<file path="src/verilog/codec_pkg.sv">
package codec_pkg;
	localparam int WORD_BITS = 64;
	localparam int IDX_W = 6;
	localparam logic [5:0] IDX_TOP = 6'h3F;
	localparam logic [5:0] IDX_LAST = 6'h00;
	// Control mode word layout
	localparam int BIT_MIC_SKIP = 60;
	localparam int BIT_LEVEL = 59;
	localparam int BIT_HANDSHAKE = 58;
	localparam int BIT_AUTOCAL = 56;
	localparam int BIT_CLK_XTAL = 42;
	localparam int BIT_CLK_SRC_HI = 41;
	localparam int BIT_CLK_SRC_LO = 40;
	localparam int BIT_DIV_HI = 39;
	localparam int BIT_DIV_LO = 36;
	localparam int BIT_LOOP_EN = 33;
	localparam int BIT_ANALOG_LOOP = 32;
	// Status byte fixed pattern, bits 63..61 and 57
	localparam logic [2:0] STATUS_TOP = 3'h1;
	localparam logic STATUS_B57 = 1'b0;
	// Data mode word fields
	localparam int BIT_LINE0_ON = 15;
	localparam int BIT_LINE1_ON = 14;
	localparam int BIT_SPK_ON = 13;
	localparam logic [63:0] CTRL_DEFAULT = 64'h0;
	localparam logic [7:0] CAL_FRAMES = 8'hC2;
	localparam logic [1:0] ECHO_VALID_FRAME = 2'h3;
	// Echo line is 127 bits: one bit short of two frames, to undo the
	// one strobe lag of the tx pin, so each echo lands in its own slot
	localparam logic [6:0] ECHO_LAST = 7'h7E;
	localparam logic [1:0] SRC_XTAL = 2'h0;
	localparam logic [1:0] SRC_EXT = 2'h1;
	localparam logic [1:0] SRC_EXT_DIV = 2'h2;
	localparam logic [1:0] SRC_BITCLK = 2'h3;
	typedef enum logic [2:0] {
		MODE_CTRL = 3'b001,
		MODE_CAL  = 3'b010,
		MODE_DATA = 3'b100
	} mode_t;
endpackage

</file>
<file path="src/verilog/word_stream_if.sv">
`timescale 1ns/1ns
interface word_stream_if #(parameter int W = 64);
	logic         valid;
	logic         ready;
	logic [W-1:0] data;
	modport source (output valid, output data, input ready);
	modport sink   (input valid, input data, output ready);
endinterface

</file>
<file path="src/verilog/echo_mem.sv">
`timescale 1ns/1ns
module echo_mem #(
	parameter int AW = 7
) (
	input  wire logic          clk,
	input  wire logic          we,
	input  wire logic [AW-1:0] addr,
	input  wire logic          wdata,
	output logic               rdata
);
	logic [(1<<AW)-1:0] mem;

	// Read before write: the old bit written 127 strobes back comes out
	always_ff @(posedge clk) begin
		rdata <= mem[addr];
		if (we) begin
			mem[addr] <= wdata;
		end
	end
endmodule

</file>
<file path="src/verilog/word_buffer.sv">
`timescale 1ns/1ns
module word_buffer #(
	parameter int W = 64
) (
	input  wire logic   clk,
	input  wire logic   rst,
	word_stream_if.sink   in_s,
	word_stream_if.source out_s
);
	typedef struct packed {
		logic [1:0]   count;
		logic [W-1:0] head;
		logic [W-1:0] tail;
	} buf_t;
	buf_t s;
	buf_t next_s;
	logic pop;
	logic push;

	assign in_s.ready = (s.count != 2'h2);
	assign out_s.valid = (s.count != 2'h0);
	assign out_s.data = s.head;
	assign push = in_s.valid && in_s.ready;
	assign pop = out_s.valid && out_s.ready;

	always_comb begin
		next_s = s;
		if (pop) begin
			next_s.head = s.tail;
		end
		if (push) begin
			if (s.count == 2'h0 || (s.count == 2'h1 && pop)) begin
				next_s.head = in_s.data;
			end else begin
				next_s.tail = in_s.data;
			end
		end
		next_s.count = s.count + 2'(push) - 2'(pop);
	end

	always_ff @(posedge clk) begin
		if (rst) begin
			s <= '0;
		end else begin
			s <= next_s;
		end
	end
endmodule

</file>
<file path="src/verilog/codec_loop_ctrl.sv">
// Summary of operation
// - Monitor mix stays usable outside analog loopback and calibration.
// - Extra loopback modes run only when word bit 33 is one.
// - Analog loop feeds outputs to the input stages, external inputs cut.
// - Analog loop disables the monitor mix; outputs stay attenuable.
// - In analog loop, muting line 0 also mutes the looped signal.
// - Digital loop echoes received bits two frames later, valid third frame.
// - Digital loop keeps the DACs converting received data.
// - Master clock picked from crystal, ext clock, divided ext, bit clock; for divided ext it gets ext clock undivided.
// - Two crystal inputs with a selecting multiplexer.
// - Crystal clock is divided to give the sample rate family.
// - A 256xFs clock output is driven from any source.
// - Control from serial words in control mode, fields in data mode.
// - Control settings are sent back on the serial output in control mode; digital loop sends echoes instead.
// - Control words are 64 bits, eight bytes, MSB first.
// - Reset or power down restores defaults; data-only bits reload too.
// - Status byte 63..56 reads 0,0,1,MB,OUTPUT_LEVEL_SELECT,DCB,0,AC; bit 63 sends back stored ctrl bit 63 instead.
// - Mic gain skip bit steers mics around the 20 dB block.
// - Handshake bit coordinates mode changes between the parties.
// - Control to data always runs a 194 frame calibration, mix off.
// - Calibration flags progress, drives zeros on the serial output unless digital loop sends echoes, ignores DAC data.
`timescale 1ns/1ns
module codec_loop_ctrl #(
	parameter int WORD_W = codec_pkg::WORD_BITS
) (
	input  wire logic              clk,
	input  wire logic              rst,
	input  wire logic              power_down,
	input  wire logic              data_mode_req,
	input  wire logic              bit_strobe,
	input  wire logic              frame_sync,
	input  wire logic              serial_rx_pin,
	output logic                   serial_tx_pin,
	input  wire logic              crystal1_in,
	input  wire logic              crystal2_in,
	input  wire logic              ext_clock_in,
	input  wire logic              serial_bit_clock,
	output logic                   master_clock,
	output logic                   clock_256fs_out,
	output logic                   monitor_mix_enable,
	output logic                   analog_loop_active,
	output logic                   ext_inputs_connect,
	output logic                   loop_feedback_mute,
	output logic                   digital_loop_active,
	output logic                   echo_valid,
	output logic                   dac_accept,
	output logic                   calibration_in_progress,
	output logic                   mic_gain_skip,
	output logic                   output_level_select,
	output logic                   mode_handshake_bit,
	output logic                   autocal_request,
	output logic                   line0_unmute,
	output logic                   line1_unmute,
	output logic                   speaker_unmute,
	output logic [WORD_W-1:0]      rx_word,
	output logic                   rx_word_valid,
	input  wire logic              rx_word_ready,
	output logic                   rx_room
);
	initial begin
		if (WORD_W != codec_pkg::WORD_BITS) begin
			$error("codec_loop_ctrl serves 64 bit words only");
		end
	end

	typedef struct packed {
		codec_pkg::mode_t mode;
		logic [5:0]       idx;
		logic [63:0]      shreg;
		logic [63:0]      ctrl;
		logic             line0;
		logic             line1;
		logic             spk;
		logic [7:0]       cal_cnt;
		logic [1:0]       echo_cnt;
		logic [6:0]       ptr;
		logic             strobe_d;
		logic             tx;
		logic             push;
		logic [63:0]      push_word;
		logic             src_d;
		logic [3:0]       div_cnt;
		logic             mclk;
		logic             clk_out;
	} state_t;

	state_t s;
	state_t next_s;
	logic   src;
	logic   xtal;
	logic   echo_bit;
	logic   loop_en;
	logic   word_end;
	logic   status_now;
	logic [7:0] status_byte;

	word_stream_if #(.W(WORD_W)) buf_in ();
	word_stream_if #(.W(WORD_W)) buf_out ();

	assign loop_en = s.ctrl[codec_pkg::BIT_LOOP_EN];
	assign analog_loop_active = loop_en
		&& s.ctrl[codec_pkg::BIT_ANALOG_LOOP];
	assign digital_loop_active = loop_en
		&& !s.ctrl[codec_pkg::BIT_ANALOG_LOOP];
	assign ext_inputs_connect = !analog_loop_active;
	assign monitor_mix_enable = !analog_loop_active
		&& s.mode != codec_pkg::MODE_CAL;
	assign loop_feedback_mute = analog_loop_active && !s.line0;
	assign calibration_in_progress = (s.mode == codec_pkg::MODE_CAL);
	// DACs keep running in digital loop; only calibration blocks them
	assign dac_accept = !calibration_in_progress;
	assign echo_valid = digital_loop_active
		&& s.echo_cnt == codec_pkg::ECHO_VALID_FRAME;
	assign mic_gain_skip = s.ctrl[codec_pkg::BIT_MIC_SKIP];
	assign output_level_select = s.ctrl[codec_pkg::BIT_LEVEL];
	assign mode_handshake_bit = s.ctrl[codec_pkg::BIT_HANDSHAKE];
	assign autocal_request = s.ctrl[codec_pkg::BIT_AUTOCAL];
	assign line0_unmute = s.line0;
	assign line1_unmute = s.line1;
	assign speaker_unmute = s.spk;
	assign serial_tx_pin = s.tx;
	assign master_clock = s.mclk;
	assign clock_256fs_out = s.clk_out;
	assign word_end = bit_strobe && s.idx == codec_pkg::IDX_LAST;
	assign status_byte = {codec_pkg::STATUS_TOP, mic_gain_skip,
		output_level_select, mode_handshake_bit, codec_pkg::STATUS_B57,
		autocal_request};
	assign status_now = status_byte[s.idx[2:0]];

	// Crystal pair mux, then the four-way source select
	assign xtal = s.ctrl[codec_pkg::BIT_CLK_XTAL] ? crystal2_in
		: crystal1_in;
	always_comb begin
		unique case (s.ctrl[codec_pkg::BIT_CLK_SRC_HI:codec_pkg::BIT_CLK_SRC_LO])
			codec_pkg::SRC_XTAL:    src = xtal;
			codec_pkg::SRC_EXT:     src = ext_clock_in;
			codec_pkg::SRC_EXT_DIV: src = ext_clock_in;
			codec_pkg::SRC_BITCLK:  src = serial_bit_clock;
		endcase
	end

	echo_mem #(.AW(codec_pkg::IDX_W + 1)) u_echo (
		.clk   (clk),
		.we    (bit_strobe && digital_loop_active),
		.addr  (s.ptr),
		.wdata (serial_rx_pin),
		.rdata (echo_bit)
	);

	assign buf_in.valid = s.push;
	assign buf_in.data = s.push_word;
	assign rx_room = buf_in.ready;
	assign rx_word = buf_out.data;
	assign rx_word_valid = buf_out.valid;
	assign buf_out.ready = rx_word_ready;

	word_buffer #(.W(WORD_W)) u_buf (
		.clk   (clk),
		.rst   (rst),
		.in_s  (buf_in.sink),
		.out_s (buf_out.source)
	);

	always_comb begin
		logic [63:0] word;
		logic        divided;
		word = {s.shreg[62:0], serial_rx_pin};
		divided = 1'b0;
		next_s = s;
		next_s.push = 1'b0;
		next_s.strobe_d = bit_strobe;
		// A cut frame misplaces the echo for the two frames after it
		if (bit_strobe) begin
			next_s.ptr = (s.ptr == codec_pkg::ECHO_LAST) ? 7'h00
				: s.ptr + 7'h01;
		end
		if (frame_sync && bit_strobe) begin
			next_s.idx = codec_pkg::IDX_TOP - 6'h01;
			next_s.shreg = {63'h0, serial_rx_pin};
			if (digital_loop_active
				&& s.echo_cnt != codec_pkg::ECHO_VALID_FRAME) begin
				next_s.echo_cnt = s.echo_cnt + 2'h1;
			end
		end else if (bit_strobe) begin
			next_s.idx = s.idx - 6'h01;
			next_s.shreg = word;
		end
		if (!digital_loop_active) begin
			next_s.echo_cnt = 2'h0;
		end
		if (word_end) begin
			if (s.mode == codec_pkg::MODE_CTRL) begin
				next_s.ctrl = word;
			end else if (s.mode == codec_pkg::MODE_DATA) begin
				next_s.line0 = word[codec_pkg::BIT_LINE0_ON];
				next_s.line1 = word[codec_pkg::BIT_LINE1_ON];
				next_s.spk = word[codec_pkg::BIT_SPK_ON];
				next_s.push = 1'b1;
				next_s.push_word = word;
			end
		end
		// Tx bit follows the strobe by one cycle, memory read latency
		if (s.strobe_d) begin
			if (digital_loop_active) begin
				next_s.tx = echo_valid && echo_bit;
			end else if (s.mode == codec_pkg::MODE_CTRL) begin
				next_s.tx = s.idx[5:3] == 3'h7 && s.idx != codec_pkg::IDX_TOP
					? status_now : s.ctrl[s.idx];
			end else begin
				next_s.tx = 1'b0;
			end
		end
		unique case (s.mode)
			codec_pkg::MODE_CTRL: begin
				if (data_mode_req) begin
					next_s.mode = codec_pkg::MODE_CAL;
					next_s.cal_cnt = codec_pkg::CAL_FRAMES;
				end
			end
			codec_pkg::MODE_CAL: begin
				// Whole frames counted, so no word begun here is pushed
				if (word_end) begin
					next_s.cal_cnt = s.cal_cnt - 8'h01;
					if (s.cal_cnt == 8'h01) begin
						next_s.mode = codec_pkg::MODE_DATA;
					end
				end
			end
			codec_pkg::MODE_DATA: begin
				if (!data_mode_req) begin
					next_s.mode = codec_pkg::MODE_CTRL;
					next_s.line0 = 1'b0;
					next_s.line1 = 1'b0;
					next_s.spk = 1'b0;
				end
			end
			default: next_s.mode = codec_pkg::MODE_CTRL;
		endcase
		// Clock path: divide crystal or divided ext, pass the others
		next_s.src_d = src;
		next_s.mclk = src;
		if (s.ctrl[codec_pkg::BIT_CLK_SRC_HI:codec_pkg::BIT_CLK_SRC_LO]
			== codec_pkg::SRC_XTAL
			|| s.ctrl[codec_pkg::BIT_CLK_SRC_HI:codec_pkg::BIT_CLK_SRC_LO]
			== codec_pkg::SRC_EXT_DIV) begin
			divided = 1'b1;
		end
		if (!divided) begin
			next_s.clk_out = src;
		end else if (src && !s.src_d) begin
			if (s.div_cnt >= s.ctrl[codec_pkg::BIT_DIV_HI:codec_pkg::BIT_DIV_LO])
				begin
				next_s.div_cnt = 4'h0;
				next_s.clk_out = !s.clk_out;
			end else begin
				next_s.div_cnt = s.div_cnt + 4'h1;
			end
		end
	end

	always_ff @(posedge clk) begin
		if (rst || power_down) begin
			s <= '0;
			s.mode <= codec_pkg::MODE_CTRL;
			s.ctrl <= codec_pkg::CTRL_DEFAULT;
			s.idx <= codec_pkg::IDX_TOP;
		end else begin
			s <= next_s;
		end
	end
endmodule

</file>
<file path="config.mk">
export PLATFORM = sky130hd
export DESIGN_NAME = codec_loop_ctrl
export DESIGN_NICKNAME = d
export VERILOG_FILES = /design/src/verilog/codec_pkg.sv /design/src/verilog/word_stream_if.sv /design/src/verilog/echo_mem.sv /design/src/verilog/word_buffer.sv /design/src/verilog/codec_loop_ctrl.sv
export SDC_FILE = /design/constraint.sdc
export NUM_CORES = 1
export LEC_CHECK = 0
export BUFFER_PORTS_ARGS = -buffer_cell sky130_fd_sc_hd__clkbuf_2
export CORE_MARGIN = 2
export CORE_UTILIZATION = 35
export DETAILED_ROUTE_END_ITERATION = 12
export HOLD_SLACK_MARGIN = 0.1
export SYNTH_ARGS = -nofsm -noshare
export SYNTH_HDL_FRONTEND = slang
export SYNTH_SLANG_ARGS = --single-unit
</file>
<file path="constraint.sdc">
create_clock -name clk -period 3.1 [get_ports clk]
set_input_delay 0.155 -clock clk [delete_from_list [all_inputs] [get_ports clk]]
set_output_delay 0.155 -clock clk [all_outputs]
set_load 0.03 [all_outputs]
</file>
==> PnR_summary.wiki <==
{| class="wikitable"
! Metric !! Value
|-
| Horizontal die dimension || 245.3 um
|-
| Max-capacitance violation count || 0
|-
| Global routing met3 resource utilization || 2.919%
|-
| Maximum frequency from static timing analysis || 364.3 MHz
|-
| Slowest stage cell on the critical path || dlygate4sd3_1
|-
| Number of failing hold endpoints at the final stage || 0
|-
| Average routed wire per standard cell || 16.03 um
|-
| Max Buffers Root-to-Sink || 3
|-
| Asr flop ratio synth || 0%
|-
| First-pass GRT wire length || 75090 um
|-
| Met1 Usage GRT || 21.14%
|-
| Synth Flop Type || dfxtp_1
|-
| CP Launch Type || register
|-
| Remaining number of nets flagged by the antenna check after routing || 0
|-
| Total overflow reported by the global router || 0
|-
| Nature of the critical path endpoint || register
|-
| Maximum number of pins on one net before global-route repair || 132
|-
| Net count, final || 2135
|-
| Maximum vdd drop || 0.4652 mV
|-
| Die Outline Area || 60150 um2
|-
| TritonRoute pass-1 iters || 6
|-
| Buffers plus inverters on the worst setup path || 2
|-
| Number of instances in the synthesized netlist || 2120
|-
| DR DRC count || 0
|-
| Leakage dissipation || 8.301 nW
|-
| Wire length reported by the detailed router || 46640 um
|-
| Flops & latches, synth || 488
|-
| Total core area || 57590 um2
|-
| Syn nets || 2150
|-
| Sequential cell area in the final layout || 11050 um2
|-
| Number of top-level pins || 96
|-
| Mapped Area || 20370 um2
|-
| Fraction of final layout cells sized beyond drive strength 1 || 12.41%
|-
| Top delay family on crit path || compound AO/OA/AOI/OAI gates
|-
| Number of distinct library cells after synthesis || 62
|-
| P per Cell Area || 583.4 nW/um2
|-
| Most Used Layer, Global Route || met2
|-
| Final setup violation count || 0
|-
| Critical path fanouts, max || 6
|-
| Yosys warns || 0
|-
| Clk Tree Root Cell || clkbuf_16
|-
| Met2 Resource Use GR || 23.89%
|-
| Dominant cell type by area after synthesis || dfxtp_1
|-
| Number of core rows || 88
|-
| Non-Filler Instances || 2909
|-
| Number of violations reported at the end of detailed-routing iteration 0 || 927
|-
| Part of the cycle the worst path needs || 88.54%
|-
| Clock tree from TritonCTS || built
|-
| Shortest period the worst path allows || 2.745 ns
|-
| Via count || 14620
|-
| Sink Count || 488
|-
| Depth of the CTS H-tree || 2
|-
| Fraction of the yosys area taken by sequential cells || 54.24%
|-
| Tightest slew margin relative to the limit || 22.14%
|-
| Outcome || finished, final reports clean
|-
| Worst-Skew Late Latency || 0.61 ns
|-
| Data arrival time of the critical path || 3.25 ns
|-
| Post-placement worst setup slack || 0.5440 ns
|-
| Final max-slew violation count || 0
|-
| Number of fill cells in the layout || 5700
|-
| Tightest Pin Transition || 1.168 ns
|-
| Area share of the largest cell type after synthesis || 35.37%
|-
| Via count of the first global-routing pass || 13870
|-
| Clock slew seen by the registers of the worst setup and hold paths || 0.06 ns
|-
| Syn-to-layout area delta || 12.80%
|-
| Summed negative setup slack over all endpoints || 0 ns
|-
| Number of synthesized flops with an enable pin || 128
|-
| Via-to-Cell Ratio || 5.026
|-
| HPWL after DPL || 29900 um
|-
| Class of the worst hold path || in -> reg
|-
| Largest stage delay on the critical path || 0.56 ns
|-
| Routability Congestion || 0.8034
|-
| Total CTS buffers || 51
|-
| Hold Worst Slack || 0.1658 ns
|-
| Final setup margin || 0.3553 ns
|-
| Die outline height || 245.3 um
|-
| # diodes || 0
|-
| Average footprint of a synthesized cell || 9.610 um2
|-
| Crit path kind || reg -> reg
|-
| RSZ-0062 raised after global routing || false
|-
| Clock Skews || 0.02892 ns
|-
| Top cells by area, synth || dfxtp_1 35%, edfxtp_1 19%, nand2_1 8.2%
|-
| # placed instances || 2808
|-
| Number of antenna violations at the first check in global routing || 2
|-
| Ordered cell list for the critical path || inv_1, ha_1, a221oi_1, dlygate4sd3_1, a21o_1, or3_1, a211oi_2, nand3b_1, a21oi_1
|-
| Global-route usage over all layers || 15.30%
|-
| Starting utilization of the core area || 35.38%
|-
| Final total power || 0.01341 W
|-
| Area of combinational cells with multiple inputs || 8142 um2
|-
| Buffer count from post-CTS setup fixing || 0
|-
| Required time at the endpoint of the critical path || 3.61 ns
|-
| IO buf count || 95
|}
registers in the layout, indices dropped and copies added (netlist names):
signal,count
u_buf.out_s.data,64
serial_tx_pin,1
s,153
u_buf.s,66
mode_handshake_bit,1
buf_in.valid,1
u_echo.rdata,1
autocal_request,1
buf_in.data,64
output_level_select,1
clock_256fs_out,1
loop_en,1
line1_unmute,1
line0_unmute,1
master_clock,1
speaker_unmute,1
u_echo.mem,128
mic_gain_skip,1
layout by cell type, fill, tap and decap left out, types with 24 or more instances in the layout:
| master | netlist | final |
|---|---|---|
| buf_4 | 68 | 32 |
| inv_1 | 24 | 24 |
| mux2i_1 | 154 | 154 |
| clkbuf_2 | 0 | 92 |
| clkbuf_16 | 0 | 51 |
| a21oi_1 | 211 | 210 |
| edfxtp_1 | 128 | 128 |
| a211oi_1 | 67 | 67 |
| dfxtp_1 | 360 | 358 |
| nor2_1 | 292 | 291 |
| nand2_1 | 444 | 441 |
| mux4_2 | 30 | 30 |
cells in the mapped netlist (13+ instances only):
library cell	count
mux4_2	30
nor2b_1	13
buf_4	68
nand3_1	17
inv_1	24
edfxtp_1	128
clkbuf_1	92
a21oi_1	211
buf_2	37
mux2i_1	154
a211oi_1	67
nor2_1	292
nand2_1	444
o21ai_0	14
dfxtp_1	360
ha_1	18
final cells by class:
type	count	area share, %
inverter	26	0.4247
clock inverter	20	1.372
tap	765	4.165
clock buffer	72	6.288
multi-input combinational	1396	35.43
sequential	488	48.10
timing repair buffer	142	4.225
report_power, final:
group          switching, W  internal (W)  total, W
combinational      0.000320      0.000185  0.000504
sequential        0.0000240       0.00655   0.00657
clock               0.00257       0.00377   0.00633
final timing paths:
| kind | from | to | slack (ns) | depth (start not counted) |
|---|---|---|---|---|
| max | s[135]$_SDFFE_PP0P_ | s[4]$_SDFFE_PP0P_ | 0.36 | 9 |
| min | crystal1_in | clock_256fs_out$_SDFFE_PP0P_ | 0.17 | 5 |
| max reg2reg | s[135]$_SDFFE_PP0P_ | s[4]$_SDFFE_PP0P_ | 0.36 | 9 |
| min reg2reg | u_buf.s[58]$_SDFFE_PP0P_ | u_buf.s[58]$_SDFFE_PP0P_ | 0.45 | 2 |
cell families after synthesis:
logic type / count (synthesis) / synth area share, %
buf+inv: 236 / 5.976
mux: 194 / 11.44
compound gates: 349 / 10.29
fa+ha+maj: 18 / 1.105
xor+xnor: 17 / 0.7309
simple gates: 818 / 16.22
flops: 488 / 54.24
routing by layer:
layer	vias to the layer above	routed length, um	part of all wire (%)
li1	7165	-	-
met1	6994	21790	47
met2	371	20950	45
met3	89	2597	5.6
met4	2	1283	2.8
met5	-	13	0.028
stage by stage:
step	cell area, um2	util (%)
after detailed placement	21130	36.69
after CTS	22980	39.91
after global routing	22980	39.91
after floorplan	20370	-
after global placement	21130	36.69
final	22980	39.91
worst register-to-register path, cell delays in order, from the launching register on:
cell and delay [ns]:
dfxtp_1 0.42, inv_1 0.07, ha_1 0.27, a221oi_1 0.07
dlygate4sd3_1 0.56, a21o_1 0.18, or3_1 0.47, a211oi_2 0.32
nand3b_1 0.12, a21oi_1 0.15
timing repair:
item / in CTS / in global routing
resized for setup: 0 / 0
hold buffers: 9 / 0
hold endpoints to repair: 22 / 0
No activity file was read; power rests on OpenSTA's default activity.
